==> src/include/cfg_msg_pkg.sv <==
`default_nettype none
package cfg_msg_pkg;

   // ==========================================================
   // Received message type codes
   localparam logic [4:0] TYPE_SLOT_POWER = 5'h0f;
   localparam logic [4:0] TYPE_LTR = 5'h10;
   localparam logic [4:0] TYPE_OBFF = 5'h11;
   localparam logic [4:0] TYPE_UNLOCK = 5'h12;
   localparam logic [4:0] TYPE_VDM0 = 5'h13;
   localparam logic [4:0] TYPE_VDM1 = 5'h14;
   localparam logic [4:0] TYPE_ATS_FIRST = 5'h15;
   localparam logic [4:0] TYPE_ATS_LAST = 5'h18;

   // ==========================================================
   // Indication lengths in cycles
   localparam logic [3:0] LEN_NONE = 4'h0;
   localparam logic [3:0] LEN_ONE = 4'h1;
   localparam logic [3:0] LEN_ID_ONLY = 4'h2;
   localparam logic [3:0] LEN_OBFF = 4'h3;
   localparam logic [3:0] LEN_VDM_BARE = 4'h4;
   localparam logic [3:0] LEN_PAYLOAD = 4'h6;
   localparam logic [3:0] LEN_VDM_DATA = 4'h8;

   // ==========================================================
   // Management address layout and protected dwords
   localparam int DW_LSB = 0;
   localparam int DW_W = 10;
   localparam int FUNC_LSB = 10;
   localparam int FUNC_W = 8;
   localparam logic [9:0] DW_ID = 10'h000;
   localparam logic [9:0] DW_CLASS = 10'h002;
   localparam logic [7:0] CNT_STEP = 8'h01;

   // ==========================================================
   // Carriers
   typedef struct packed {
      logic [4:0] kind;
      logic [7:0] req_bus;
      logic [7:0] req_devfn;
      logic [15:0] vendor_id;
      logic has_data;
      logic [31:0] data;
   } msg_s;

   typedef struct packed {
      logic [17:0] addr;
      logic [31:0] wdata;
      logic [3:0] byte_en;
   } mgmt_req_s;

   typedef struct packed {
      logic [3:0] len;
      logic [63:0] bytes;
   } frame_s;

   typedef logic [7:0] mgmt_cnt_t;

   // Byte order of one indication, first byte in the low lane
   function automatic frame_s build_frame(input msg_s m);
      frame_s f;
      logic vdm;
      vdm = (m.kind == TYPE_VDM0) || (m.kind == TYPE_VDM1);
      // Only the first payload dword is ever carried
      f.bytes = vdm ? {m.data, m.vendor_id, m.req_devfn, m.req_bus}
                    : {16'h0000, m.data, m.req_devfn, m.req_bus};
      if (vdm) begin
         f.len = m.has_data ? LEN_VDM_DATA : LEN_VDM_BARE;
      end else if (m.kind == TYPE_LTR || m.kind == TYPE_SLOT_POWER) begin
         f.len = LEN_PAYLOAD;
      end else if (m.kind == TYPE_OBFF) begin
         f.len = LEN_OBFF;
      end else if (m.kind <= TYPE_ATS_LAST) begin
         f.len = LEN_ID_ONLY;
      end else begin
         f.len = LEN_NONE;
      end
      return f;
   endfunction

endpackage
`default_nettype wire

==> src/hw/cfg_msg_port.sv <==
`timescale 1ns/1ps
`default_nettype none
module cfg_msg_port
   import cfg_msg_pkg::*;
#(
   parameter int NUM_FUNC = 2,
   parameter int NUM_DW = 16,
   parameter int MGMT_LAT = 2,
   parameter int FIFO_DEPTH = 8,
   // Arbitrary identity dword, reset value of dword zero
   parameter logic [31:0] ID_DWORD = 32'h1234_5678
) (
   input wire logic i_clock,
   input wire logic i_nrst,
   input wire logic i_msg_valid,
   input wire msg_s i_msg,
   output logic o_msg_ready,
   output logic o_msg_received,
   output logic [4:0] o_msg_type,
   output logic [7:0] o_msg_data,
   input wire logic i_root_port,
   input wire mgmt_req_s i_mgmt_req,
   input wire logic i_mgmt_write,
   input wire logic i_mgmt_read,
   input wire logic i_mgmt_type1_override,
   output logic [31:0] o_mgmt_read_data,
   output logic o_mgmt_done
);
   localparam int NUM_WORDS = NUM_FUNC * NUM_DW;
   localparam int IDX_W = (NUM_WORDS > 1) ? $clog2(NUM_WORDS) : 1;
   localparam int MGMT_MAX = MGMT_LAT + 1;
   localparam mgmt_cnt_t LAT_LAST = mgmt_cnt_t'(MGMT_LAT - 1);

   typedef enum logic [1:0] {
      s_idle = 2'b01,
      s_send = 2'b10
   } ser_state_e;

   typedef enum logic [2:0] {
      m_idle = 3'b001,
      m_busy = 3'b010,
      m_done = 3'b100
   } mgmt_state_e;

   // ==========================================================
   // Message buffer
   // Back-pressure stops at the link side; the user side never stalls
   logic fifo_valid;
   msg_s fifo_msg;
   logic fifo_pop;
   frame_s head;

   msg_fifo #(
      .WIDTH($bits(msg_s)),
      .DEPTH(FIFO_DEPTH)
   ) u_fifo (
      .i_clock(i_clock),
      .i_nrst(i_nrst),
      .i_in_valid(i_msg_valid),
      .i_in_data(i_msg),
      .o_in_ready(o_msg_ready),
      .o_out_valid(fifo_valid),
      .o_out_data(fifo_msg),
      .i_out_ready(fifo_pop)
   );

   // ==========================================================
   // Message serialiser
   ser_state_e ser_state_r;
   ser_state_e ser_state_nxt;
   logic [3:0] left_r;
   logic [3:0] left_nxt;
   logic [63:0] shift_r;
   logic [63:0] shift_nxt;
   logic rx_r;
   logic rx_nxt;
   logic [4:0] type_r;
   logic [4:0] type_nxt;
   logic [7:0] data_r;
   logic [7:0] data_nxt;
   msg_s cur_r;
   msg_s cur_nxt;

   // Head is popped only while idle; reserved codes are dropped
   assign head = build_frame(fifo_msg);
   assign fifo_pop = (ser_state_r == s_idle);
   wire start = fifo_pop && fifo_valid && (head.len != LEN_NONE);

   // Next-state of the serialiser
   always_comb begin
      ser_state_nxt = ser_state_r;
      left_nxt = left_r;
      shift_nxt = shift_r;
      rx_nxt = rx_r;
      type_nxt = type_r;
      data_nxt = data_r;
      cur_nxt = cur_r;
      unique case (ser_state_r)
         s_idle: begin
            if (start) begin
               rx_nxt = 1'b1;
               type_nxt = fifo_msg.kind;
               data_nxt = head.bytes[7:0];
               shift_nxt = {8'h00, head.bytes[63:8]};
               left_nxt = head.len - LEN_ONE;
               cur_nxt = fifo_msg;
               ser_state_nxt = s_send;
            end
         end
         s_send: begin
            if (left_r == LEN_NONE) begin
               // Returning to idle costs one low cycle before the next
               rx_nxt = 1'b0;
               ser_state_nxt = s_idle;
            end else begin
               data_nxt = shift_r[7:0];
               shift_nxt = {8'h00, shift_r[63:8]};
               left_nxt = left_r - LEN_ONE;
            end
         end
      endcase
   end

   // Serialiser registers
   always_ff @(posedge i_clock or negedge i_nrst) begin
      if (!i_nrst) begin
         ser_state_r <= s_idle;
         left_r <= LEN_NONE;
         shift_r <= '0;
         rx_r <= 1'b0;
         type_r <= '0;
         data_r <= '0;
         cur_r <= '0;
      end else begin
         ser_state_r <= ser_state_nxt;
         left_r <= left_nxt;
         shift_r <= shift_nxt;
         rx_r <= rx_nxt;
         type_r <= type_nxt;
         data_r <= data_nxt;
         cur_r <= cur_nxt;
      end
   end

   assign o_msg_received = rx_r;
   assign o_msg_type = type_r;
   assign o_msg_data = data_r;

   // ==========================================================
   // Configuration management access
   logic [31:0] cfg_mem_r [NUM_WORDS];
   mgmt_state_e mgmt_state_r;
   mgmt_cnt_t cnt_r;
   logic op_write_r;
   logic override_r;
   logic hit_r;
   logic [IDX_W-1:0] idx_r;
   logic [9:0] dw_r;
   logic [31:0] wdata_r;
   logic [3:0] be_r;
   logic [31:0] rdata_r;
   logic done_r;

   // Decode of function and dword fields
   wire [DW_W-1:0] req_dw = i_mgmt_req.addr[DW_LSB +: DW_W];
   wire [FUNC_W-1:0] req_func = i_mgmt_req.addr[FUNC_LSB +: FUNC_W];
   wire req_hit = (int'(req_func) < NUM_FUNC) && (int'(req_dw) < NUM_DW);
   wire [IDX_W-1:0] req_idx = IDX_W'(int'(req_func) * NUM_DW + int'(req_dw));
   wire take = (mgmt_state_r == m_idle) && (i_mgmt_write || i_mgmt_read);
   wire finish = (mgmt_state_r == m_busy) && (cnt_r == LAT_LAST);
   wire [31:0] cur_word = hit_r ? cfg_mem_r[idx_r] : 32'h0000_0000;

   // Identity and class dwords are read-only unless overridden
   wire ro_dw = (dw_r == DW_ID) || (dw_r == DW_CLASS);
   wire may_write = hit_r && (!ro_dw || override_r);
   wire cfg_wr = finish && op_write_r && may_write;

   function automatic logic [31:0] merge_be(input logic [31:0] old, input logic [31:0] nw,
                                            input logic [3:0] be);
      logic [31:0] r;
      r = old;
      for (int b = 0; b < 4; b++) begin
         if (be[b]) r[8*b +: 8] = nw[8*b +: 8];
      end
      return r;
   endfunction

   // Access sequencer; the done cycle is spent in m_done, a cool-down in
   // which the still-raised strobe is ignored
   always_ff @(posedge i_clock or negedge i_nrst) begin
      if (!i_nrst) begin
         mgmt_state_r <= m_idle;
         cnt_r <= '0;
         done_r <= 1'b0;
         rdata_r <= '0;
      end else begin
         done_r <= finish;
         unique case (mgmt_state_r)
            m_idle: if (take) begin
               mgmt_state_r <= m_busy;
               cnt_r <= '0;
            end
            m_busy: if (finish) begin
               mgmt_state_r <= m_done;
               rdata_r <= op_write_r ? 32'h0000_0000 : cur_word;
            end else begin
               cnt_r <= cnt_r + CNT_STEP;
            end
            m_done: mgmt_state_r <= m_idle;
         endcase
      end
   end

   // Request capture; write wins when both strobes rise together
   always_ff @(posedge i_clock or negedge i_nrst) begin
      if (!i_nrst) begin
         op_write_r <= 1'b0;
         override_r <= 1'b0;
         hit_r <= 1'b0;
         idx_r <= '0;
         dw_r <= '0;
         wdata_r <= '0;
         be_r <= '0;
      end else if (take) begin
         op_write_r <= i_mgmt_write;
         override_r <= i_root_port && i_mgmt_type1_override;
         hit_r <= req_hit;
         idx_r <= req_idx;
         dw_r <= req_dw;
         wdata_r <= i_mgmt_req.wdata;
         be_r <= i_mgmt_req.byte_en;
      end
   end

   // Configuration storage with byte-lane writes
   always_ff @(posedge i_clock or negedge i_nrst) begin
      if (!i_nrst) begin
         for (int i = 0; i < NUM_WORDS; i++) begin
            cfg_mem_r[i] <= (i % NUM_DW == 0) ? ID_DWORD : 32'h0000_0000;
         end
      end else if (cfg_wr) begin
         cfg_mem_r[idx_r] <= merge_be(cfg_mem_r[idx_r], wdata_r, be_r);
      end
   end

   assign o_mgmt_read_data = rdata_r;
   assign o_mgmt_done = done_r;

   // ==========================================================
   // Checks
   a_ltr_length: assert property (@(posedge i_clock) disable iff (!i_nrst)
      $rose(rx_r) && type_r == TYPE_LTR |-> rx_r[*6] ##1 !rx_r)
      else $error("latency tolerance pulse not six cycles");

   a_obff_length: assert property (@(posedge i_clock) disable iff (!i_nrst)
      $rose(rx_r) && type_r == TYPE_OBFF |-> rx_r[*3] ##1 !rx_r)
      else $error("flush/fill pulse not three cycles");

   a_obff_code: assert property (@(posedge i_clock) disable iff (!i_nrst)
      $rose(rx_r) && type_r == TYPE_OBFF |-> ##2 data_r == cur_r.data[7:0])
      else $error("flush/fill code byte wrong");

   a_short_length: assert property (@(posedge i_clock) disable iff (!i_nrst)
      $rose(rx_r) && type_r >= TYPE_UNLOCK && type_r != TYPE_VDM0 && type_r != TYPE_VDM1
      |-> rx_r[*2] ##1 !rx_r)
      else $error("unlock or translation pulse not two cycles");

   a_vdm_data_len: assert property (@(posedge i_clock) disable iff (!i_nrst)
      $rose(rx_r) && (type_r == TYPE_VDM0 || type_r == TYPE_VDM1) && cur_r.has_data
      |-> rx_r[*8] ##1 !rx_r)
      else $error("vendor message with data not eight cycles");

   a_vdm_bare_len: assert property (@(posedge i_clock) disable iff (!i_nrst)
      $rose(rx_r) && (type_r == TYPE_VDM0 || type_r == TYPE_VDM1) && !cur_r.has_data
      |-> rx_r[*4] ##1 !rx_r ##0 $past(data_r) == cur_r.vendor_id[15:8])
      else $error("vendor message without data wrong");

   a_slot_payload: assert property (@(posedge i_clock) disable iff (!i_nrst)
      $rose(rx_r) && type_r == TYPE_SLOT_POWER
      |-> rx_r[*6] ##0 data_r == cur_r.data[31:24] ##1 !rx_r)
      else $error("slot power payload order wrong");

   a_id_bytes: assert property (@(posedge i_clock) disable iff (!i_nrst)
      $rose(rx_r) |-> data_r == cur_r.req_bus ##1 data_r == cur_r.req_devfn)
      else $error("requester id bytes out of order");

   a_type_stable: assert property (@(posedge i_clock) disable iff (!i_nrst)
      rx_r && $past(rx_r) |-> $stable(type_r))
      else $error("type code changed inside a pulse");

   // The last byte cycle must hand back a low cycle even when the queue holds more
   a_pulse_gap: assert property (@(posedge i_clock) disable iff (!i_nrst)
      ser_state_r == s_send && left_r == LEN_NONE |=> !rx_r)
      else $error("no gap between indications");

   a_done_timely: assert property (@(posedge i_clock) disable iff (!i_nrst)
      take |-> ##[1:MGMT_MAX] done_r)
      else $error("access done late");

   a_done_single: assert property (@(posedge i_clock) disable iff (!i_nrst)
      done_r |=> !done_r ##1 mgmt_state_r == m_idle)
      else $error("done not a single pulse");

   a_read_value: assert property (@(posedge i_clock) disable iff (!i_nrst)
      done_r && !op_write_r |-> rdata_r == cur_word)
      else $error("read data does not match storage");

   a_ro_protect: assert property (@(posedge i_clock) disable iff (!i_nrst)
      finish && op_write_r && hit_r && ro_dw && !override_r
      |=> $stable(cfg_mem_r[idx_r]))
      else $error("read-only dword was written");
endmodule
`default_nettype wire

==> src/hw/msg_fifo.sv <==
`timescale 1ns/1ps
`default_nettype none
module msg_fifo #(
   parameter int WIDTH = 8,
   parameter int DEPTH = 8
) (
   input wire logic i_clock,
   input wire logic i_nrst,
   input wire logic i_in_valid,
   input wire logic [WIDTH-1:0] i_in_data,
   output logic o_in_ready,
   output logic o_out_valid,
   output logic [WIDTH-1:0] o_out_data,
   input wire logic i_out_ready
);
   localparam int PTR_W = (DEPTH > 1) ? $clog2(DEPTH) : 1;
   localparam int CNT_W = $clog2(DEPTH + 1);
   localparam logic [PTR_W-1:0] PTR_LAST = PTR_W'(DEPTH - 1);
   localparam logic [CNT_W-1:0] CNT_FULL = CNT_W'(DEPTH);
   localparam logic [CNT_W-1:0] CNT_ONE = CNT_W'(1);

   function automatic logic [PTR_W-1:0] wrap_inc(input logic [PTR_W-1:0] p);
      return (p == PTR_LAST) ? '0 : PTR_W'(p + 1'b1);
   endfunction

   // ==========================================================
   // Storage and pointers
   logic [WIDTH-1:0] mem_r [DEPTH];
   logic [PTR_W-1:0] wr_ptr_r;
   logic [PTR_W-1:0] rd_ptr_r;
   logic [CNT_W-1:0] count_r;
   logic [CNT_W-1:0] count_nxt;
   logic ready_r;
   wire push = i_in_valid && ready_r;
   wire pop = i_out_ready && (count_r != '0);

   // Ready is registered so the source sees a clean flop
   assign count_nxt = push && !pop ? CNT_W'(count_r + CNT_ONE)
                    : !push && pop ? CNT_W'(count_r - CNT_ONE) : count_r;
   assign o_in_ready = ready_r;
   assign o_out_valid = (count_r != '0);
   assign o_out_data = mem_r[rd_ptr_r];

   // Pointer and level update
   always_ff @(posedge i_clock or negedge i_nrst) begin
      if (!i_nrst) begin
         wr_ptr_r <= '0;
         rd_ptr_r <= '0;
         count_r <= '0;
         ready_r <= 1'b1;
      end else begin
         if (push) wr_ptr_r <= wrap_inc(wr_ptr_r);
         if (pop) rd_ptr_r <= wrap_inc(rd_ptr_r);
         count_r <= count_nxt;
         ready_r <= (count_nxt != CNT_FULL);
      end
   end

   // Data words need no reset; valid is carried by the level
   always_ff @(posedge i_clock) begin
      if (push) mem_r[wr_ptr_r] <= i_in_data;
   end
endmodule
`default_nettype wire

==> config.mk <==
export PLATFORM = sky130hd
export DESIGN_NAME = cfg_msg_port
export DESIGN_NICKNAME = d
export VERILOG_FILES = /design/src/include/cfg_msg_pkg.sv /design/src/hw/cfg_msg_port.sv /design/src/hw/msg_fifo.sv
export SDC_FILE = /design/constraint.sdc
export NUM_CORES = 2
export LEC_CHECK = 0
export BUFFER_PORTS_ARGS = -buffer_cell sky130_fd_sc_hd__buf_2
export CORE_MARGIN = 2
export CORE_UTILIZATION = 50
export CTS_CLUSTER_SIZE = 25
export DETAILED_ROUTE_END_ITERATION = 8
export HOLD_SLACK_MARGIN = 0.08
export PLACE_DENSITY_LB_ADDON = 0.25
export SYNTH_ARGS = -nofsm -noshare
export SYNTH_HDL_FRONTEND = slang
export SYNTH_SLANG_ARGS = --single-unit
==> constraint.sdc <==
create_clock -name i_clock -period 8.5 [get_ports i_clock]
set_input_delay 0.425 -clock i_clock [delete_from_list [all_inputs] [get_ports i_clock]]
set_output_delay 0.425 -clock i_clock [all_outputs]
set_load 0.01 [all_outputs]
==> metrics.csv <==
stage,metric,value,unit
global_routing,grt_pass1_vias,46300,
setup_path,path_class,flip-flop to flip-flop,
setup_path,path_cells,inv_1 -> ha_1 -> or4b_1 -> nor2_1 -> nand2_2 -> inv_2 -> nand4_2 -> nor3_2 -> nand2_2 -> buf_4 -> nand2_1 -> o21ai_0,
setup_path,ff2ff_setup_slack,3.92,ns
drt,finalWirelength,185000,µm
pwr,switching_share,25.9,%
logic_synthesis,ys_seq_area_share,64.9,%
placed_design,place_hpwl,106000,µm
global_routing,grt_max_degree,189,
floorplan,start_util,50.4,%
floorplan,die_w,385,µm
logic_synthesis,synthMuxAreaShare,13.6,%
setup_path,worst_path_largest_cell_delay,0.68,ns
logic_synthesis,avgSynthCellArea,12.8,µm²
logic_synthesis,synth_nets,5793,
placed_design,place.gp.congestion,0.793,
run_status,violations,design-rule violations,
logic_synthesis,synthTopCellsByArea,"dfrtp_1 41%, edfxtp_1 23%, mux4_2 12%",
sta,fin_crit_sh,53.9,%
global_routing,grt_overflow,0,
hold_path,hold_class,input port to asynchronous set/reset pin,
sta,hold-worst-slack,0.262,ns
logic_synthesis,synth_cell_types,58,
cts,clk_path_buf_depth,3,
cts,path_clk_slew,0.06,ns
logic_synthesis,synth.top_cell.area_share,40.6,%
logic_synthesis,synth-seq-cells,1764,
sta,rsz0062_at_grt,no,
drt,viasPerCell,5.86,
pwr,p_sw,5280,µW
setup_path,reg2reg_depth,12,
logic_synthesis,syn-cell-area,0.0724,mm²
sta,fmax,218,MHz
setup_path,crit_start,cnt_r[1]$_DFFE_PN0P_,
setup_path,cp-endpoint,cfg_mem_r[356]$_DFFE_PN0P_,
sta,finalHoldViolCount,0,
pwr,pwr-share-seq,47.4,%
floorplan,ioPinCount,179,
sta,slew_viol_final,0,
logic_synthesis,synthFlopType,dfrtp_1,
cts,cts_tree,done,
pwr,clockPowerShare,39.7,%
cts,cts_sinks,1764,
flow_run,maxCapViolCount,0,
setup_path,crit_cells,12,
cts,clk_latency,0.83,ns
setup_path,timing.critical_path.buf_inv,3,
logic_synthesis,synth_edf_count,560,
drt,ant_nets,0,
sta,tightest_slew,1.23,ns
floorplan,coreArea,0.144,mm²
logic_synthesis,yosys_warnings,0,
setup_path,arrival,5.23,ns
pwr,power_density,246,mW/mm²
pwr,irDropWorstVdd,241,µV
placed_design,placed_area,0.0753,mm²
logic_synthesis,synth_top_family_by_area,multiplexers,
finish,finish.instance_area,0.0827,mm²
cts,cts_made_buffers,179,
cts,htree_levels,4,
cts,cts_setup_buffers,0,
pwr,pwr-share-comb,13.0,%
sta,setup_viol,0,
setup_path,cpMaxStageDelayCell,nor3_2,
drt,drc_errors,20,
global_routing,grt_pass1_wl,288000,µm
setup_path,path_max_fanout,40,
setup_path,cp_common_cell,nand2_2,
logic_synthesis,synth-xor-area-share,0.133,%
setup_path,timing.rr.start,cnt_r[1]$_DFFE_PN0P_,
global_routing,gr-usage-all-layers,25.6,%
finish,layout-drive-gt1-share,18.4,%
floorplan,rows,139,
finish,area_delta_synth_final,14.2,%
drt,drtIter0Drc,3965,
logic_synthesis,synth_area_leader_cell,dfrtp_1,
setup_path,setup.worst_path.end_class,flip-flop,
logic_synthesis,syn_inst,5653,
setup_path,cp.required,9.16,ns
floorplan,die_h,385,µm
cts,cts_root_buffer,clkbuf_16,
drt,dr.pass1.iters,8,
logic_synthesis,yosys.area_share.simple,8.39,%
sta,tns,0,ns
run_status,status,"finished, violations left",
logic_synthesis,synth-adder-area-share,0.183,%
logic_synthesis,async_flop_share,68.3,%
floorplan,design.die.area,0.148,mm²
setup_path,r2r-end,cfg_mem_r[356]$_DFFE_PN0P_,
sta,post-route-min-period,4.58,ns
pwr,internal_power,15100,µW
drt,num_vias,46000,
setup_path,start_kind,flip-flop,
finish,nets,5917,
global_routing,antenna_found_initial,13,
logic_synthesis,netlist_top_cells_count,"1,350 x nand2_1, 1,175 x dfrtp_1, 1,063 x o21ai_0, 560 x edfxtp_1, 396 x mux4_2",
logic_synthesis,synth_compound_area_share,10.2,%
logic_synthesis,synth.most_common_cell,nand2_1,
placed_design,port_buffers,178,
pwr,power_leakage,0.0333,µW
drt,wl_per_cell,23.5,µm
setup_path,cp_top_family,simple AND/OR/NAND/NOR gates,
sta,relSlewSlack,17.9,%
sta,fin_skew,0.0516,ns
==> repair_timing <==
action,4_1_cts,5_1_grt
resized for setup,0,0
hold endpoints to repair,750,0
hold buffers,135,0
==> power groups by stage <==
stage | registers [µW] | clock network (µW) | logic (µW)
after CTS | 9650 | 8200 | 2690
after floorplan | 9720 | 0 | 1810
final | 9640 | 8080 | 2640
after global routing | 9680 | 8560 | 2890
after global placement | 9780 | 0 | 2590
after detailed placement | 9800 | 0 | 2640
==> worst min path at each step <==
| stage | start | endpoint | slack, ns | depth (start not counted) |
|---|---|---|---|---|
| finish | i_nrst | cfg_mem_r[298]$_DFFE_PN0P_ | 0.26 | 2 |
| global route | i_mgmt_req[6] | wdata_r[2]$_DFFE_PN0P_ | 0.32 | 4 |
| CTS | i_nrst | cfg_mem_r[330]$_DFFE_PN0P_ | 0.28 | 2 |
| detailed placement | mgmt_state_r[1]$_DFFE_PN0P_ | mgmt_state_r[0]$_DFFE_PN1P_ | 0.45 | 1 |
| global placement | mgmt_state_r[1]$_DFFE_PN0P_ | mgmt_state_r[0]$_DFFE_PN1P_ | 0.45 | 1 |
| floorplan | i_nrst | be_r[0]$_DFFE_PN0P_ | 0.13 | 0 |
==> placed cells by master (no fill, tap or decap), types with 7 or more instances in the layout <==
master / n
a21oi_1: 91
a22o_1: 33
a22oi_1: 129
a2bb2oi_1: 16
buf_12: 9
buf_2: 177
buf_4: 97
bufinv_16: 15
clkbuf_1: 56
clkbuf_16: 179
clkbuf_8: 29
clkinv_1: 8
clkinv_16: 7
clkinv_2: 32
dfrtp_1: 1170
dfstp_2: 29
dlygate4sd3_1: 135
edfxtp_1: 560
ha_1: 9
inv_1: 8
mux2_2: 8
mux2i_1: 55
mux2i_2: 13
mux2i_4: 19
mux4_2: 396
nand2_1: 1317
nand2_2: 33
nand3_1: 42
nand4_1: 34
nor2_1: 40
nor3_1: 16
o21ai_0: 1063
o21ai_1: 8
==> kinds of logic (layout without fill, tap and decap cells) <==
family,Yosys count,in the layout
DFF,1764,1764
AOI/OAI and AO/OA,1358,1358
other,0,5
muxes,491,491
adders and majority gates,11,11
xor gates and xnor gates,11,11
buffers and inverters,486,768
and+or+nand+nor,1532,1532
==> flip-flops by register name (all words and copies together), names as in the netlist, 4 cells and up <==
name	count
cnt_r	8
o_msg_type	5
shift_r	56
u_fifo.mem_r	560
idx_r	5
o_mgmt_read_data	32
left_r	4
cfg_mem_r	1024
be_r	4
dw_r	6
o_msg_data	8
wdata_r	32
u_fifo.count_r	4
==> final cells by class <==
type | count | area (µm²)
Clock buffer | 264 | 5090
Multi-Input combinational cell | 3403 | 24000
Clock inverter | 75 | 1020
Fill cell | 11500 | 60900
Inverter | 11 | 41.3
Timing Repair Buffer | 418 | 3150
Tap cell | 1903 | 2380
Sequential cell | 1764 | 47000
Antenna cell | 5 | 12.5
==> routing by layer <==
| metal | track usage, % | wire [µm] | up-vias |
|---|---|---|---|
| met1 | 35.7 | 78400 | 23700 |
| met4 | 7.32 | 4590 | 16 |
| met3 | 4.17 | 10900 | 302 |
| met5 | 0 | 109 | - |
| met2 | 41.8 | 90700 | 1371 |
| li1 | - | - | 20600 |
==> stage by stage <==
| step | cells | util (%) | worst slack, ns | total power [µW] |
|---|---|---|---|---|
| CTS | 7838 | 57.6 | 3.88 | 20500 |
| global placement | 7364 | 52.4 | 4.07 | 12400 |
| global route | 7842 | 57.6 | 3.59 | 21100 |
| floorplan | 5653 | - | 0.272 | 11500 |
| detailed placement | 7364 | 52.4 | 3.96 | 12400 |
| finish | 7843 | 57.6 | 3.92 | 20400 |
==> worst reg2reg max path, stage by stage (launching register included) <==
cell and delay [ns]:
dfrtp_1 0.41, inv_1 0.07, ha_1 0.12, or4b_1 0.42
nor2_1 0.20, nand2_2 0.57, inv_2 0.30, nand4_2 0.31
nor3_2 0.69, nand2_2 0.59, buf_4 0.49, nand2_1 0.19
o21ai_0 0.08
(Power assumes the default switching activity.)
